`src/common/salr_pkg.sv`:
```
// constants and types for the program-memory loader and auto class registers
package salr_pkg;
    localparam int REG_AW = 8;
    localparam int REG_DW = 8;
    // command codes
    localparam logic [7:0] ADDR_AC_CH1 = 8'h51;
    localparam logic [7:0] ADDR_AC_CH2 = 8'h52;
    localparam logic [7:0] ADDR_AC_CH3 = 8'h53;
    localparam logic [7:0] ADDR_AC_CH4 = 8'h54;
    localparam logic [7:0] ADDR_ALT_FB = 8'h55;
    localparam logic [7:0] ADDR_LOAD_CTRL = 8'h60;
    localparam logic [7:0] ADDR_LOAD_DATA = 8'h61;
    localparam logic [7:0] ADDR_START_LO = 8'h62;
    localparam logic [7:0] ADDR_START_HI = 8'h63;
    localparam logic [7:0] ADDR_FW_REV = 8'h41;
    // load control bit positions
    localparam int BIT_ACCESS = 7;
    localparam int BIT_CPU_RESET = 6;
    localparam int BIT_PARITY_ON = 4;
    localparam int BIT_RUN_SRAM = 3;
    localparam int BIT_PARITY_SEL = 2;
    localparam int BIT_DIRECTION = 1;
    localparam int BIT_PTR_CLEAR = 0;
    localparam logic [7:0] RESET_BYTE = 8'h00;
    localparam logic [7:0] FW_REV_INVALID = 8'hff;
    localparam logic [6:0] AC_CODE_MASK = 7'h7f;
    // power step in milliwatts per code
    localparam int AC_STEP_MW = 500;
    // compatibility check deadline
    localparam int CHECK_TIME_US = 1000;
    localparam int CLK_MHZ = 125;
    localparam int CHECK_CYCLES = CHECK_TIME_US * CLK_MHZ;
    typedef struct packed {
        logic accessEn;
        logic cpuReset;
        logic reserved5;
        logic parityOn;
        logic runSram;
        logic paritySel;
        logic loadDirection;
        logic pointerClear;
    } salr_ctrl_s;
    typedef struct packed {
        logic wrEn;
        logic rdEn;
        logic [15:0] addr;
        logic [7:0] wdata;
    } salr_mem_s;
    typedef enum logic [1:0] {
        CHK_IDLE = 2'b00,
        CHK_WAIT = 2'b01,
        CHK_DONE = 2'b11
    } salr_chk_e;
endpackage

```
`src/rtl/salr_regs.sv`:
```
// register bank: auto class results, foldback selects, program memory loader
`timescale 1ns/1ps
// Notes on behaviour
// auto class registers: 7-bit code, read-only
// power equals code times half watt
// code is peak average measured power
// upper foldback bits select operational curve
// host sets operational bit before power-on
// lower foldback bits select inrush curve
// host sets inrush bit before power-on
// bit 7 enables memory access
// bit 6 holds processor in reset
// processor reset leaves registers untouched
// bit 4 enables parity check
// host keeps parity on when running
// bit 3 runs from memory and ROM
// host sets run bit after loading
// bit 2 redirects data to parity memory
// bit 1 selects transfer direction
// bytes stream until stop condition (transferStop is not used here; each byte still advances the pointer)
// bit 0 holds address pointer cleared
// host pulses pointer clear 0-1-0
// transfers start at start address
// image check done within one millisecond
// bad image: revision ff, run cleared
// pointer advances after each byte
module salr_regs #(
    parameter int CHECK_CYCLES = salr_pkg::CHECK_CYCLES,
    parameter int CHANNELS = 4
) (
    input wire logic mclk,
    input wire logic rst_n,
    // host register port, byte-wide command interface
    input wire logic regWr,
    input wire logic regRd,
    input wire logic [7:0] regAddr,
    input wire logic [7:0] regWdata,
    output logic [7:0] regRdata,
    input wire logic transferStop,
    // measurement results per channel
    input wire logic [CHANNELS-1:0] acUpdate,
    input wire logic [CHANNELS*7-1:0] acCode,
    // foldback selects to the channel logic
    output logic [CHANNELS-1:0] altOperationalCurveEn,
    output logic [CHANNELS-1:0] altInrushCurveEn,
    // processor side
    output logic cpuReset,
    output logic parityCheckOn,
    output logic runFromSram,
    output logic checkStart,
    input wire logic checkDone,
    input wire logic checkValid,
    input wire logic [7:0] checkRevision,
    output logic [7:0] fwRevision,
    // program and parity memory ports
    output salr_pkg::salr_mem_s progMem,
    output salr_pkg::salr_mem_s parMem,
    input wire logic [7:0] progRdata,
    input wire logic [7:0] parRdata
);
    initial begin
        if (CHANNELS != 4) $error("salr_regs: four channels only");
        if (CHECK_CYCLES < 2) $error("salr_regs: check window too short");
    end

    localparam int CW = $clog2(CHECK_CYCLES + 1);

    logic [CHANNELS-1:0][6:0] acReg, next_acReg;
    logic [7:0] altFb, next_altFb;
    salr_pkg::salr_ctrl_s ctrl, next_ctrl;
    logic [15:0] startAddr, next_startAddr;
    logic [15:0] pointer, next_pointer;
    logic [7:0] rdata, next_rdata;
    logic [7:0] fwRev, next_fwRev;
    salr_pkg::salr_chk_e chkState, next_chkState;
    logic [CW-1:0] chkCount, next_chkCount;
    logic dataWr, dataRd, dataAccess;

    assign dataAccess = ctrl.accessEn && !ctrl.pointerClear;
    assign dataWr = regWr && regAddr == salr_pkg::ADDR_LOAD_DATA
                    && dataAccess && !ctrl.loadDirection;
    assign dataRd = regRd && regAddr == salr_pkg::ADDR_LOAD_DATA
                    && dataAccess && ctrl.loadDirection;

    // per-channel result capture
    genvar ch;
    generate
        for (ch = 0; ch < CHANNELS; ch++) begin : gAc
            always_comb begin
                next_acReg[ch] = acReg[ch];
                if (acUpdate[ch]) begin
                    // code counts half-watt steps of peak average power
                    next_acReg[ch] = acCode[ch*7 +: 7]
                                     & salr_pkg::AC_CODE_MASK;
                end
            end
        end
    endgenerate

    // register writes, pointer and readback
    always_comb begin
        next_altFb = altFb;
        next_ctrl = ctrl;
        next_startAddr = startAddr;
        next_pointer = pointer;
        next_rdata = rdata;
        if (regWr) begin
            if (regAddr == salr_pkg::ADDR_ALT_FB) begin
                next_altFb = regWdata;
            end else if (regAddr == salr_pkg::ADDR_LOAD_CTRL) begin
                next_ctrl = salr_pkg::salr_ctrl_s'(regWdata);
            end else if (regAddr == salr_pkg::ADDR_START_LO) begin
                next_startAddr[7:0] = regWdata;
            end else if (regAddr == salr_pkg::ADDR_START_HI) begin
                next_startAddr[15:8] = regWdata;
            end
        end
        if (chkState == salr_pkg::CHK_WAIT && checkDone && !checkValid) begin
            next_ctrl.runSram = 1'b0;
        end
        if (ctrl.pointerClear) begin
            next_pointer = startAddr;
        end else if (dataWr || dataRd) begin
            next_pointer = pointer + 16'h0001;
        end
        if (regRd) begin
            if (regAddr == salr_pkg::ADDR_AC_CH1) begin
                next_rdata = {1'b0, acReg[0]};
            end else if (regAddr == salr_pkg::ADDR_AC_CH2) begin
                next_rdata = {1'b0, acReg[1]};
            end else if (regAddr == salr_pkg::ADDR_AC_CH3) begin
                next_rdata = {1'b0, acReg[2]};
            end else if (regAddr == salr_pkg::ADDR_AC_CH4) begin
                next_rdata = {1'b0, acReg[3]};
            end else if (regAddr == salr_pkg::ADDR_ALT_FB) begin
                next_rdata = altFb;
            end else if (regAddr == salr_pkg::ADDR_LOAD_CTRL) begin
                next_rdata = ctrl;
            end else if (regAddr == salr_pkg::ADDR_LOAD_DATA) begin
                if (!dataRd) begin
                    next_rdata = 8'h00;
                end else if (ctrl.paritySel) begin
                    next_rdata = parRdata;
                end else begin
                    next_rdata = progRdata;
                end
            end else if (regAddr == salr_pkg::ADDR_START_LO) begin
                next_rdata = startAddr[7:0];
            end else if (regAddr == salr_pkg::ADDR_START_HI) begin
                next_rdata = startAddr[15:8];
            end else if (regAddr == salr_pkg::ADDR_FW_REV) begin
                next_rdata = fwRev;
            end else begin
                next_rdata = 8'h00;
            end
        end
    end

    // image check after run-from-memory sequence completes
    always_comb begin
        next_chkState = chkState;
        next_chkCount = chkCount;
        next_fwRev = fwRev;
        case (chkState)
            salr_pkg::CHK_IDLE: begin
                // sequence ends when run set, access and cpu reset cleared
                if (regWr && regAddr == salr_pkg::ADDR_LOAD_CTRL
                    && regWdata[salr_pkg::BIT_RUN_SRAM]
                    && !regWdata[salr_pkg::BIT_ACCESS]
                    && !regWdata[salr_pkg::BIT_CPU_RESET]) begin
                    next_chkState = salr_pkg::CHK_WAIT;
                    next_chkCount = CW'(CHECK_CYCLES - 1);
                end
            end
            salr_pkg::CHK_WAIT: begin
                if (checkDone || chkCount == '0) begin
                    next_chkState = salr_pkg::CHK_DONE;
                    // a missing verdict by the deadline gives revision ff but leaves the run bit set
                    if (checkDone && checkValid) begin
                        next_fwRev = checkRevision;
                    end else begin
                        next_fwRev = salr_pkg::FW_REV_INVALID;
                    end
                end else begin
                    next_chkCount = chkCount - CW'(1);
                end
            end
            salr_pkg::CHK_DONE: begin
                next_chkState = salr_pkg::CHK_IDLE;
            end
            default: begin
                next_chkState = salr_pkg::CHK_IDLE;
            end
        endcase
    end

    // cpuReset is an output only; no register here sees it
    always_ff @(posedge mclk or negedge rst_n) begin
        if (!rst_n) begin
            acReg <= '0;
            altFb <= salr_pkg::RESET_BYTE;
            ctrl <= salr_pkg::salr_ctrl_s'(salr_pkg::RESET_BYTE);
            startAddr <= 16'h0000;
            pointer <= 16'h0000;
            rdata <= 8'h00;
            fwRev <= 8'h00;
            chkState <= salr_pkg::CHK_IDLE;
            chkCount <= '0;
        end else begin
            acReg <= next_acReg;
            altFb <= next_altFb;
            ctrl <= next_ctrl;
            startAddr <= next_startAddr;
            pointer <= next_pointer;
            rdata <= next_rdata;
            fwRev <= next_fwRev;
            chkState <= next_chkState;
            chkCount <= next_chkCount;
        end
    end

    always_comb begin
        progMem.wrEn = dataWr && !ctrl.paritySel;
        progMem.rdEn = dataRd && !ctrl.paritySel;
        progMem.addr = pointer;
        progMem.wdata = regWdata;
        parMem.wrEn = dataWr && ctrl.paritySel;
        parMem.rdEn = dataRd && ctrl.paritySel;
        parMem.addr = pointer;
        parMem.wdata = regWdata;
    end

    assign regRdata = rdata;
    assign altOperationalCurveEn = altFb[7:4];
    assign altInrushCurveEn = altFb[3:0];
    assign cpuReset = ctrl.cpuReset;
    assign parityCheckOn = ctrl.parityOn;
    assign runFromSram = ctrl.runSram;
    assign checkStart = (chkState == salr_pkg::CHK_IDLE) && (next_chkState ==
                        salr_pkg::CHK_WAIT);
    assign fwRevision = fwRev;
endmodule // salr_regs

```
`config.mk`:
```
export PLATFORM = sky130hd
export DESIGN_NAME = salr_regs
export DESIGN_NICKNAME = d
export VERILOG_FILES = /design/src/common/salr_pkg.sv /design/src/rtl/salr_regs.sv
export SDC_FILE = /design/constraint.sdc
export NUM_CORES = 1
export LEC_CHECK = 0
export BUFFER_PORTS_ARGS = -buffer_cell sky130_fd_sc_hd__buf_4
export CORE_ASPECT_RATIO = 1.5
export CORE_MARGIN = 2
export CORE_UTILIZATION = 46
export DETAILED_ROUTE_END_ITERATION = 6
export PLACE_DENSITY_LB_ADDON = 0.15
export SETUP_SLACK_MARGIN = 0.2
export SYNTH_ARGS = -nofsm -noshare
export SYNTH_HDL_FRONTEND = slang
export SYNTH_SLANG_ARGS = --single-unit
```
`constraint.sdc`:
```
create_clock -name mclk -period 2.23 [get_ports mclk]
set_input_delay 0 -clock mclk [delete_from_list [all_inputs] [get_ports mclk]]
set_output_delay 0 -clock mclk [all_outputs]
set_load 0.05 [all_outputs]
```
==> summary.txt, run 1 <==
Final layout
  – Layout area overhead: 38.6%
  – Number of antenna diodes: 0
  – Fill cells: 1123
  – Reg area: 0.00278 mm²
  – Multi-input gate area: 0.00309 mm²
  – Layout cells sized above 1: 36.1%
  – Final non-filler cell total: 983
  – Final nets: 900

Power and ir drop
  – Logic pwr share: 32.7%
  – Clk pwr share: 26.2%
  – Switch share: 35.5%
  – Pwr Density: 751 mW/mm²
  – Leakage: 3.91 nW
  – Worst ir drop on vdd: 0.468 mV
  – Sw Pwr: 2.31 mW
  – Part of the power in registers: 41.1%
  – Int Pwr: 4.20 mW

Logic synthesis
  – Post-synthesis register bit count: 111
  – Synth top cells by count: dfrtp_1 (111), mux2_2 (66), nor2_1 (40)
  – Syn_nets: 694
  – Post-Synth Adder-Cell Area: 0.600%
  – Distinct cell type count of the synthesized netlist: 74
  – Seq/Total Area, Yosys: 44.4%
  – Synth Cell Area: 0.00625 mm²
  – Syn avg cell area: 10.2 µm²
  – Area leader, netlist: dfrtp_1
  – Post-Synth Simple-Gate Area: 15.4%
  – Post-Synth XOR/XNOR Area: 1.68%
  – Largest cells by area after synthesis: dfrtp_1 (44%), mux2_2 (12%), buf_4 (4.0%), a21oi_1 (2.6%), nor2_1 (2.4%)
  – Mux contribution to synthesized area: 14.1%
  – Top cell type's share of synthesized area: 44.4%
  – Mapped Cells: 612
  – Post-synth EDFFs: 0
  – Count leader, synth: dfrtp_1
  – Post-synthesis compound-gate area fraction: 16.3%
  – Ys flop type: dfrtp_1
  – Yosys warns: 0
  – Ys async rst share: 100%
  – Main combinational cell family by area after synthesis: compound AO/OA/AOI/OAI gates

Placed design
  – I/O Buffers: 157
  – Dpl cells: 883
  – Post-DP HPWL: 13700 µm
  – GP Congestion: 1.00

Outcome
  – Status: complete, no violations

Floorplanning
  – Die area: 0.0146 mm²
  – Die Ht: 147 µm
  – DIE WIDTH: 99.2 µm
  – # rows: 52
  – CORE AREA: 0.0134 mm²
  – Initial Utilization: 46.6%
  – Io pins: 159

Route
  – Total number of vias: 5750
  – DRT iter0 DRCs: 319
  – Wirelength per Cell: 19.8 µm
  – Via density: 5.85
  – WL final: 19400 µm
  – Final ANT Viol Nets: 0
  – Remaining DRCs: 0
  – TritonRoute pass-1 iters: 5

STA
  – TNS Setup: 0 ns
  – Max-slew violations: 0
  – Min Tclk post-route: 2.06 ns
  – RSZ-0062 raised after global routing: true
  – Worst slew margin: 65.2%
  – Fmax: 0.486 GHz
  – Hold_ws: 0.0223 ns
  – Fin crit share: 92.3%
  – Final Hold Fails: 0
  – Final setup fails: 0
  – Worst-Margin Slew: 0.523 ns
  – Skew final: 0.00830 ns

Job
  – Max_cap viols: 0

Worst setup path
  – Critical Path, Cell by Cell: or3_4 -> or4b_4 -> buf_6 -> o211ai_1 -> xor2_1 -> nor2_1
  – Startpoint type of the worst setup path: flop
  – Worst setup path category: flop to flop
  – CP arrival: 2.30 ns
  – Worst path slowest cell: or4b_4
  – FF-to-FF End: chkCount[7]
  – R2R Setup Slk: 0.17 ns
  – Critical Path RT: 2.47 ns
  – CP max stage delay: 0.56 ns
  – Worst setup EP type: flop
  – R2R cell count: 6
  – RR Startpoint: chkCount[14]
  – Crit path max fanout: 6

Clock network
  – CTS tree: yes
  – CTS Buf Count: 9
  – Clk slew on worst S/H paths: 0.07 ns
  – Clock latency on the worst-skew pair: 0.35 ns
  – Sink Count: 111
  – Clock root buffer: clkbuf_16
  – CTS Buffer Depth: 2
  – H-tree level count: 3

Global route
  – Global-route usage over all layers: 26.6%
  – Initial antenna violation count: 0
  – Total grt overflow: 0
  – Largest net degree at the start of global routing: 41
  – Vias in the first global route: 5805
  – Global-route wire length before repair: 30500 µm

Worst hold path
  – Beginning of the worst hold path: regRd
  – Hold path depth: 2
  – Hold Path Sink: regRdata[7]
  – Hold Crit Class: primary input to flop
## worst max-delay path, delay by kind of cell (launching register included)
family                 cells  cell delay (ns)
AO/OA/AOI/OAI              1             0.19
flip-flops                 1             0.40
buffers and inverters      1             0.17
XOR/XNOR                   1             0.17
AND/OR/NAND/NOR            3             1.01
## power by group through the flow
stage               registers [mW]  logic [mW]  clock network, mW
detailed placement            2.70        1.85                  0
finish                        2.67        2.12               1.71
floorplan                     2.89        1.01                  0
global placement              2.68        1.82                  0
CTS                           2.67        2.07               1.72
global route                  2.71        2.28               1.82
## how the worst max path moves through the flow
| stage | from | endpoint | slack (ns) | cells after the start |
|---|---|---|---|---|
| 6_report | chkCount[14] | chkCount[7] | 0.17 | 6 |
| 3_3_place_gp | chkCount[14] | fwRevision[0] | 0.17 | 6 |
| 3_5_place_dp | chkCount[14] | fwRevision[6] | 0.12 | 6 |
| 4_1_cts | chkCount[10] | chkCount[7] | 0.16 | 6 |
| 2_1_floorplan | chkCount[14] | fwRevision[0] | 0.22 | 7 |
| 5_1_grt | chkCount[14] | chkCount[4] | 0.09 | 6 |
## cells in the final DEF (no fill, tap or decap), types with 4 or more instances in the layout
| master | instances |
|---|---|
| buf_4 | 182 |
| dfrtp_1 | 111 |
| dlygate4sd3_1 | 77 |
| mux2_2 | 66 |
| nor2_1 | 40 |
| a21oi_1 | 32 |
| nand2_1 | 27 |
| o21ai_0 | 27 |
| nand3_1 | 22 |
| inv_1 | 17 |
| mux2i_1 | 14 |
| nor3_1 | 13 |
| a31oi_1 | 13 |
| nand4_1 | 12 |
| a22oi_1 | 11 |
| xor2_1 | 11 |
| o21a_1 | 10 |
| clkbuf_16 | 10 |
| o211ai_1 | 7 |
| a221o_1 | 6 |
| and3_1 | 5 |
| o221ai_1 | 5 |
| a22o_1 | 5 |
| nand2b_1 | 4 |
| and2_1 | 4 |
| or4_1 | 4 |
| nor3b_1 | 4 |
## cell families after synthesis
logic type      count (synthesis)
fa+ha+maj                       3
buf+inv                        87
mux                            80
flops                         111
simple gates                  170
xor+xnor                       12
compound gates                149
## sequential cells by signal (all words and copies together) (netlist names)
register and cells:
chkState 2, ctrl 5, chkCount 17, fwRevision 8, cpuReset 1, parityCheckOn 1, runFromSram 1, startAddr 16
regRdata 8, pointer 16, altFb 8, acReg 28
## per-stage QoR
stage                     cell area [µm²]  power [mW]  utilization, %  worst slack (ns)
final                                8660        6.50            64.6             0.172
after global routing                 8660        6.80            64.6            0.0910
after CTS                            8590        6.46            64.1             0.164
after detailed placement             7460        4.54            55.6             0.124
after global placement               7460        4.50            55.6             0.165
after floorplan                      6290        3.90               -             0.217
## routing by layer
layer  vias up  global-route usage [%]  share of wire, %
met5         -                       0                 0
met4         0                    13.6               4.2
met3        54                    4.76               5.2
met2       211                    47.4                54
met1      2844                    30.0                37
li1       2641                       -                 -
## repair_timing
action                                  in CTS  in global routing
endpoints found under the hold margin      106                  0
hold buffers                                77                  0
gates cloned                                 0                  1
pin swaps                                    4                  7
endpoints found under the setup margin      10                 22
buffers inserted                             5                  3
gates resized for setup                      5                 10
## area by class of cell
class	instances	share of cell area, %
multi-input combinational	414	35.7
sequential	111	32.1
timing repair buffer	263	25.6
clock buffer	11	2.69
tap	162	2.34
inverter	19	0.867
clock inverter	3	0.794
Power figures use the tool's default switching activity.
==> inputs of run 2 (changes only) <==
--- a/config.mk
+++ b/config.mk
@@ -6,10 +6,11 @@
 export NUM_CORES = 1
 export LEC_CHECK = 0
 export BUFFER_PORTS_ARGS = -buffer_cell sky130_fd_sc_hd__buf_4
-export CORE_ASPECT_RATIO = 1.5
+export CORE_ASPECT_RATIO = 0.5
 export CORE_MARGIN = 2
 export CORE_UTILIZATION = 46
 export DETAILED_ROUTE_END_ITERATION = 6
+export HOLD_SLACK_MARGIN = 0.02
 export PLACE_DENSITY_LB_ADDON = 0.15
 export SETUP_SLACK_MARGIN = 0.2
 export SYNTH_ARGS = -nofsm -noshare
==> run 2 against run 1 <==
- power decreased by 0.66%
- design area up 0.51%
- routed wire length fell by 6.1%
- non-clock buffer count rose by 1
- combinational power increased by 4%
- sequential power down 1%
- flip-flop and latch count is the same
- first-iteration DRC count is 30% higher
- hold slack improved by 0.055 ns
- die area increased by 0.26%
- critical endpoint unchanged
- largest cell class unchanged
- largest power group unchanged
- highest routed layer unchanged
==> summary.txt, run 2 (same netlist as run 1, synthesis figures left out) <==
Worst setup path
  – Crit path max fanout: 10 (+4)
  – R2R Setup Slk: 0.17 ns (about the same)
  – Critical Path, Cell by Cell: or3_4 -> or4b_4 -> buf_12 -> o211ai_1 -> xor2_1 -> nor2_1
  – R2R cell count: 6 (unchanged)
  – Startpoint type of the worst setup path: flop
  – Worst path slowest cell: or4b_4
  – Worst setup path category: flop to flop
  – Critical Path RT: 2.48 ns (about the same)
  – CP arrival: 2.30 ns (about the same)
  – CP max stage delay: 0.57 ns (about the same)
  – FF-to-FF End: chkCount[7]
  – Worst setup EP type: flop
  – RR Startpoint: chkCount[14]

STA
  – TNS Setup: 0 ns (unchanged)
  – Final Hold Fails: 0 (unchanged)
  – Fmax: 0.486 GHz (+0.13%)
  – Fin crit share: 92.2% (-0.12 points)
  – Worst slew margin: 58.6% (-6.5 points)
  – Worst-Margin Slew: 0.621 ns (+0.0981 ns)
  – Max-slew violations: 0 (unchanged)
  – Skew final: 0.0104 ns (+0.00208 ns)
  – RSZ-0062 raised after global routing: true
  – Final setup fails: 0 (unchanged)
  – Min Tclk post-route: 2.06 ns (-0.00269 ns)

Final layout
  – Max reg flops: 28 (unchanged)
  – Most flop-heavy register: acReg
  – Commonest non-fill, non-tap cell in the layout: buf_4
  – Fill cells: 1092 (-2.8%)
  – Number of antenna diodes: 0 (unchanged)
  – Final nets: 901 (+0.11%)
  – Layout cells sized above 1: 36.9% (+0.84 points)
  – Biggest regs: acReg: 28 flops, chkCount: 17 flops
  – Reg area: 0.00278 mm² (about the same)
  – Multi-input gate area: 0.00310 mm² (+0.36%)
  – Leading cell types in the layout, fill and taps excluded: buf_4 (183), dfrtp_1 (110), dlygate4sd3_1 (77)
  – Layout area overhead: 39.3%

Global route
  – Global-route usage over all layers: 25.3% (-1.3 points)
  – Initial antenna violation count: 0 (unchanged)
  – Total grt overflow: 0 (unchanged)
  – Global-route wire length before repair: 28500 µm (-6.6%)
  – Largest net degree at the start of global routing: 51 (+24%)
  – Vias in the first global route: 5428 (-6.5%)

Floorplanning
  – Io pins: 159 (unchanged)
  – CORE AREA: 0.0134 mm² (about the same)
  – Die area: 0.0146 mm² (+0.26%)
  – Initial Utilization: 46.6% (about the same)
  – # rows: 30 (-42%)
  – DIE WIDTH: 169 µm (+70%)
  – Die Ht: 86.4 µm (-41%)

Clock network
  – Clk slew on worst S/H paths: 0.08 ns (about the same)
  – Clock root buffer: clkbuf_16
  – Sink Count: 111 (unchanged)
  – CTS Buf Count: 9 (unchanged)
  – CTS tree: yes
  – H-tree level count: 3 (unchanged)
  – Clock latency on the worst-skew pair: 0.36 ns (about the same)
  – CTS Buffer Depth: 2 (unchanged)

Worst hold path
  – Hold path depth: 4 (+2)
  – Beginning of the worst hold path: regAddr[4]
  – Hold Path Sink: regRdata[7]
  – Hold Crit Class: primary input to flop

Route
  – WL final: 18300 µm (-6.1%)
  – Remaining DRCs: 0 (unchanged)
  – Final ANT Viol Nets: 0 (unchanged)
  – TritonRoute pass-1 iters: 6 (+1)
  – Total number of vias: 5651 (-1.7%)
  – Via density: 5.65 (-3.4%)
  – Wirelength per Cell: 18.3 µm (-7.7%)
  – DRT iter0 DRCs: 414 (+30%)

Placed design
  – GP Congestion: 0.858 (-14%)
  – I/O Buffers: 157 (unchanged)
  – Post-DP HPWL: 12500 µm (-8.5%)

Power and ir drop
  – Pwr Density: 742 mW/mm² (-1.2%)
  – Leakage: 3.93 nW (+0.65%)
  – Worst ir drop on vdd: 0.409 mV (-12%)
  – Total power draw: 6.46 mW (-0.66%)

Outcome
  – Status: complete, no violations

Job
  – Max_cap viols: 0 (unchanged)
[run 2: cell count changes in the layout (fill, tap and decap cells not counted), moves of 2 or more]
cell	delta
clkinv_4	+2
inv_6	+2
clkbuf_1	-2
o21ai_1	-2
bufinv_16	-2
o21ai_0	+2
clkinv_8	+2
[run 2: how the worst max path moves through the flow]
stage	start	to	slack, ns
floorplan	chkCount[14]	fwRevision[0]	0.22
global placement	chkCount[14]	fwRevision[1]	0.16
detailed placement	chkCount[13]	fwRevision[6]	0.11
CTS	chkState[1]	checkStart	0.19
global route	chkCount[14]	chkCount[6]	0.1
finish	chkCount[14]	chkCount[7]	0.17
[run 2: critical path, delay by kind of cell (launching register included)]
family	cells	cell delay [ns]
AND/OR/NAND/NOR	3	1.02
XOR/XNOR	1	0.16
buffers and inverters	1	0.17
flip-flops	1	0.40
AO/OA/AOI/OAI	1	0.19
[run 2: through the flow]
stage          hold slack [ns]  setup slack [ns]  instance area [µm²]  util (%)  std cells
2_1_floorplan           -0.296             0.217                 6290         -        612
3_3_place_gp            0.0192             0.160                 7460      55.7        895
3_5_place_dp            0.0212             0.112                 7460      55.7        895
4_1_cts                 0.0731             0.187                 8590      64.1        991
5_1_grt                 0.0979            0.0967                 8710      65.0       1000
6_report                0.0771             0.174                 8710      65.0       1000
[run 2: cell type report]
type	instances	share of cell area [%]
timing repair buffer	264	25.6
sequential	111	31.9
clock buffer	9	2.59
tap	176	2.53
inverter	19	0.834
multi-input combinational	414	35.6
clock inverter	7	0.877
[run 2: report_power, final]
| group | switching [mW] | leakage, nW | internal [mW] |
|---|---|---|---|
| Sequential | 0.323 | 1.35 | 2.30 |
| Combinational | 1.23 | 2.43 | 0.967 |
| Clock | 0.840 | 0.147 | 0.795 |
| Total | 2.39 | 3.93 | 4.07 |
[run 2: metal layers]
layer | GRT usage [%] | wire length, µm | vias to the layer above
met1 | 33.7 | 8130 | 2781
met3 | 5.07 | 1080 | 22
met4 | 5.96 | 221 | 0
met5 | 0 | 0 | -
met2 | 43.0 | 8840 | 186
li1 | - | - | 2662
[run 2: what timing repair did]
action	CTS	global route
gates resized for setup	6	8
setup buffers	3	8
setup endpoints to repair	11	25
hold endpoints to repair	107	0
pin swaps	1	6
hold buffers	77	0
gates cloned	0	1
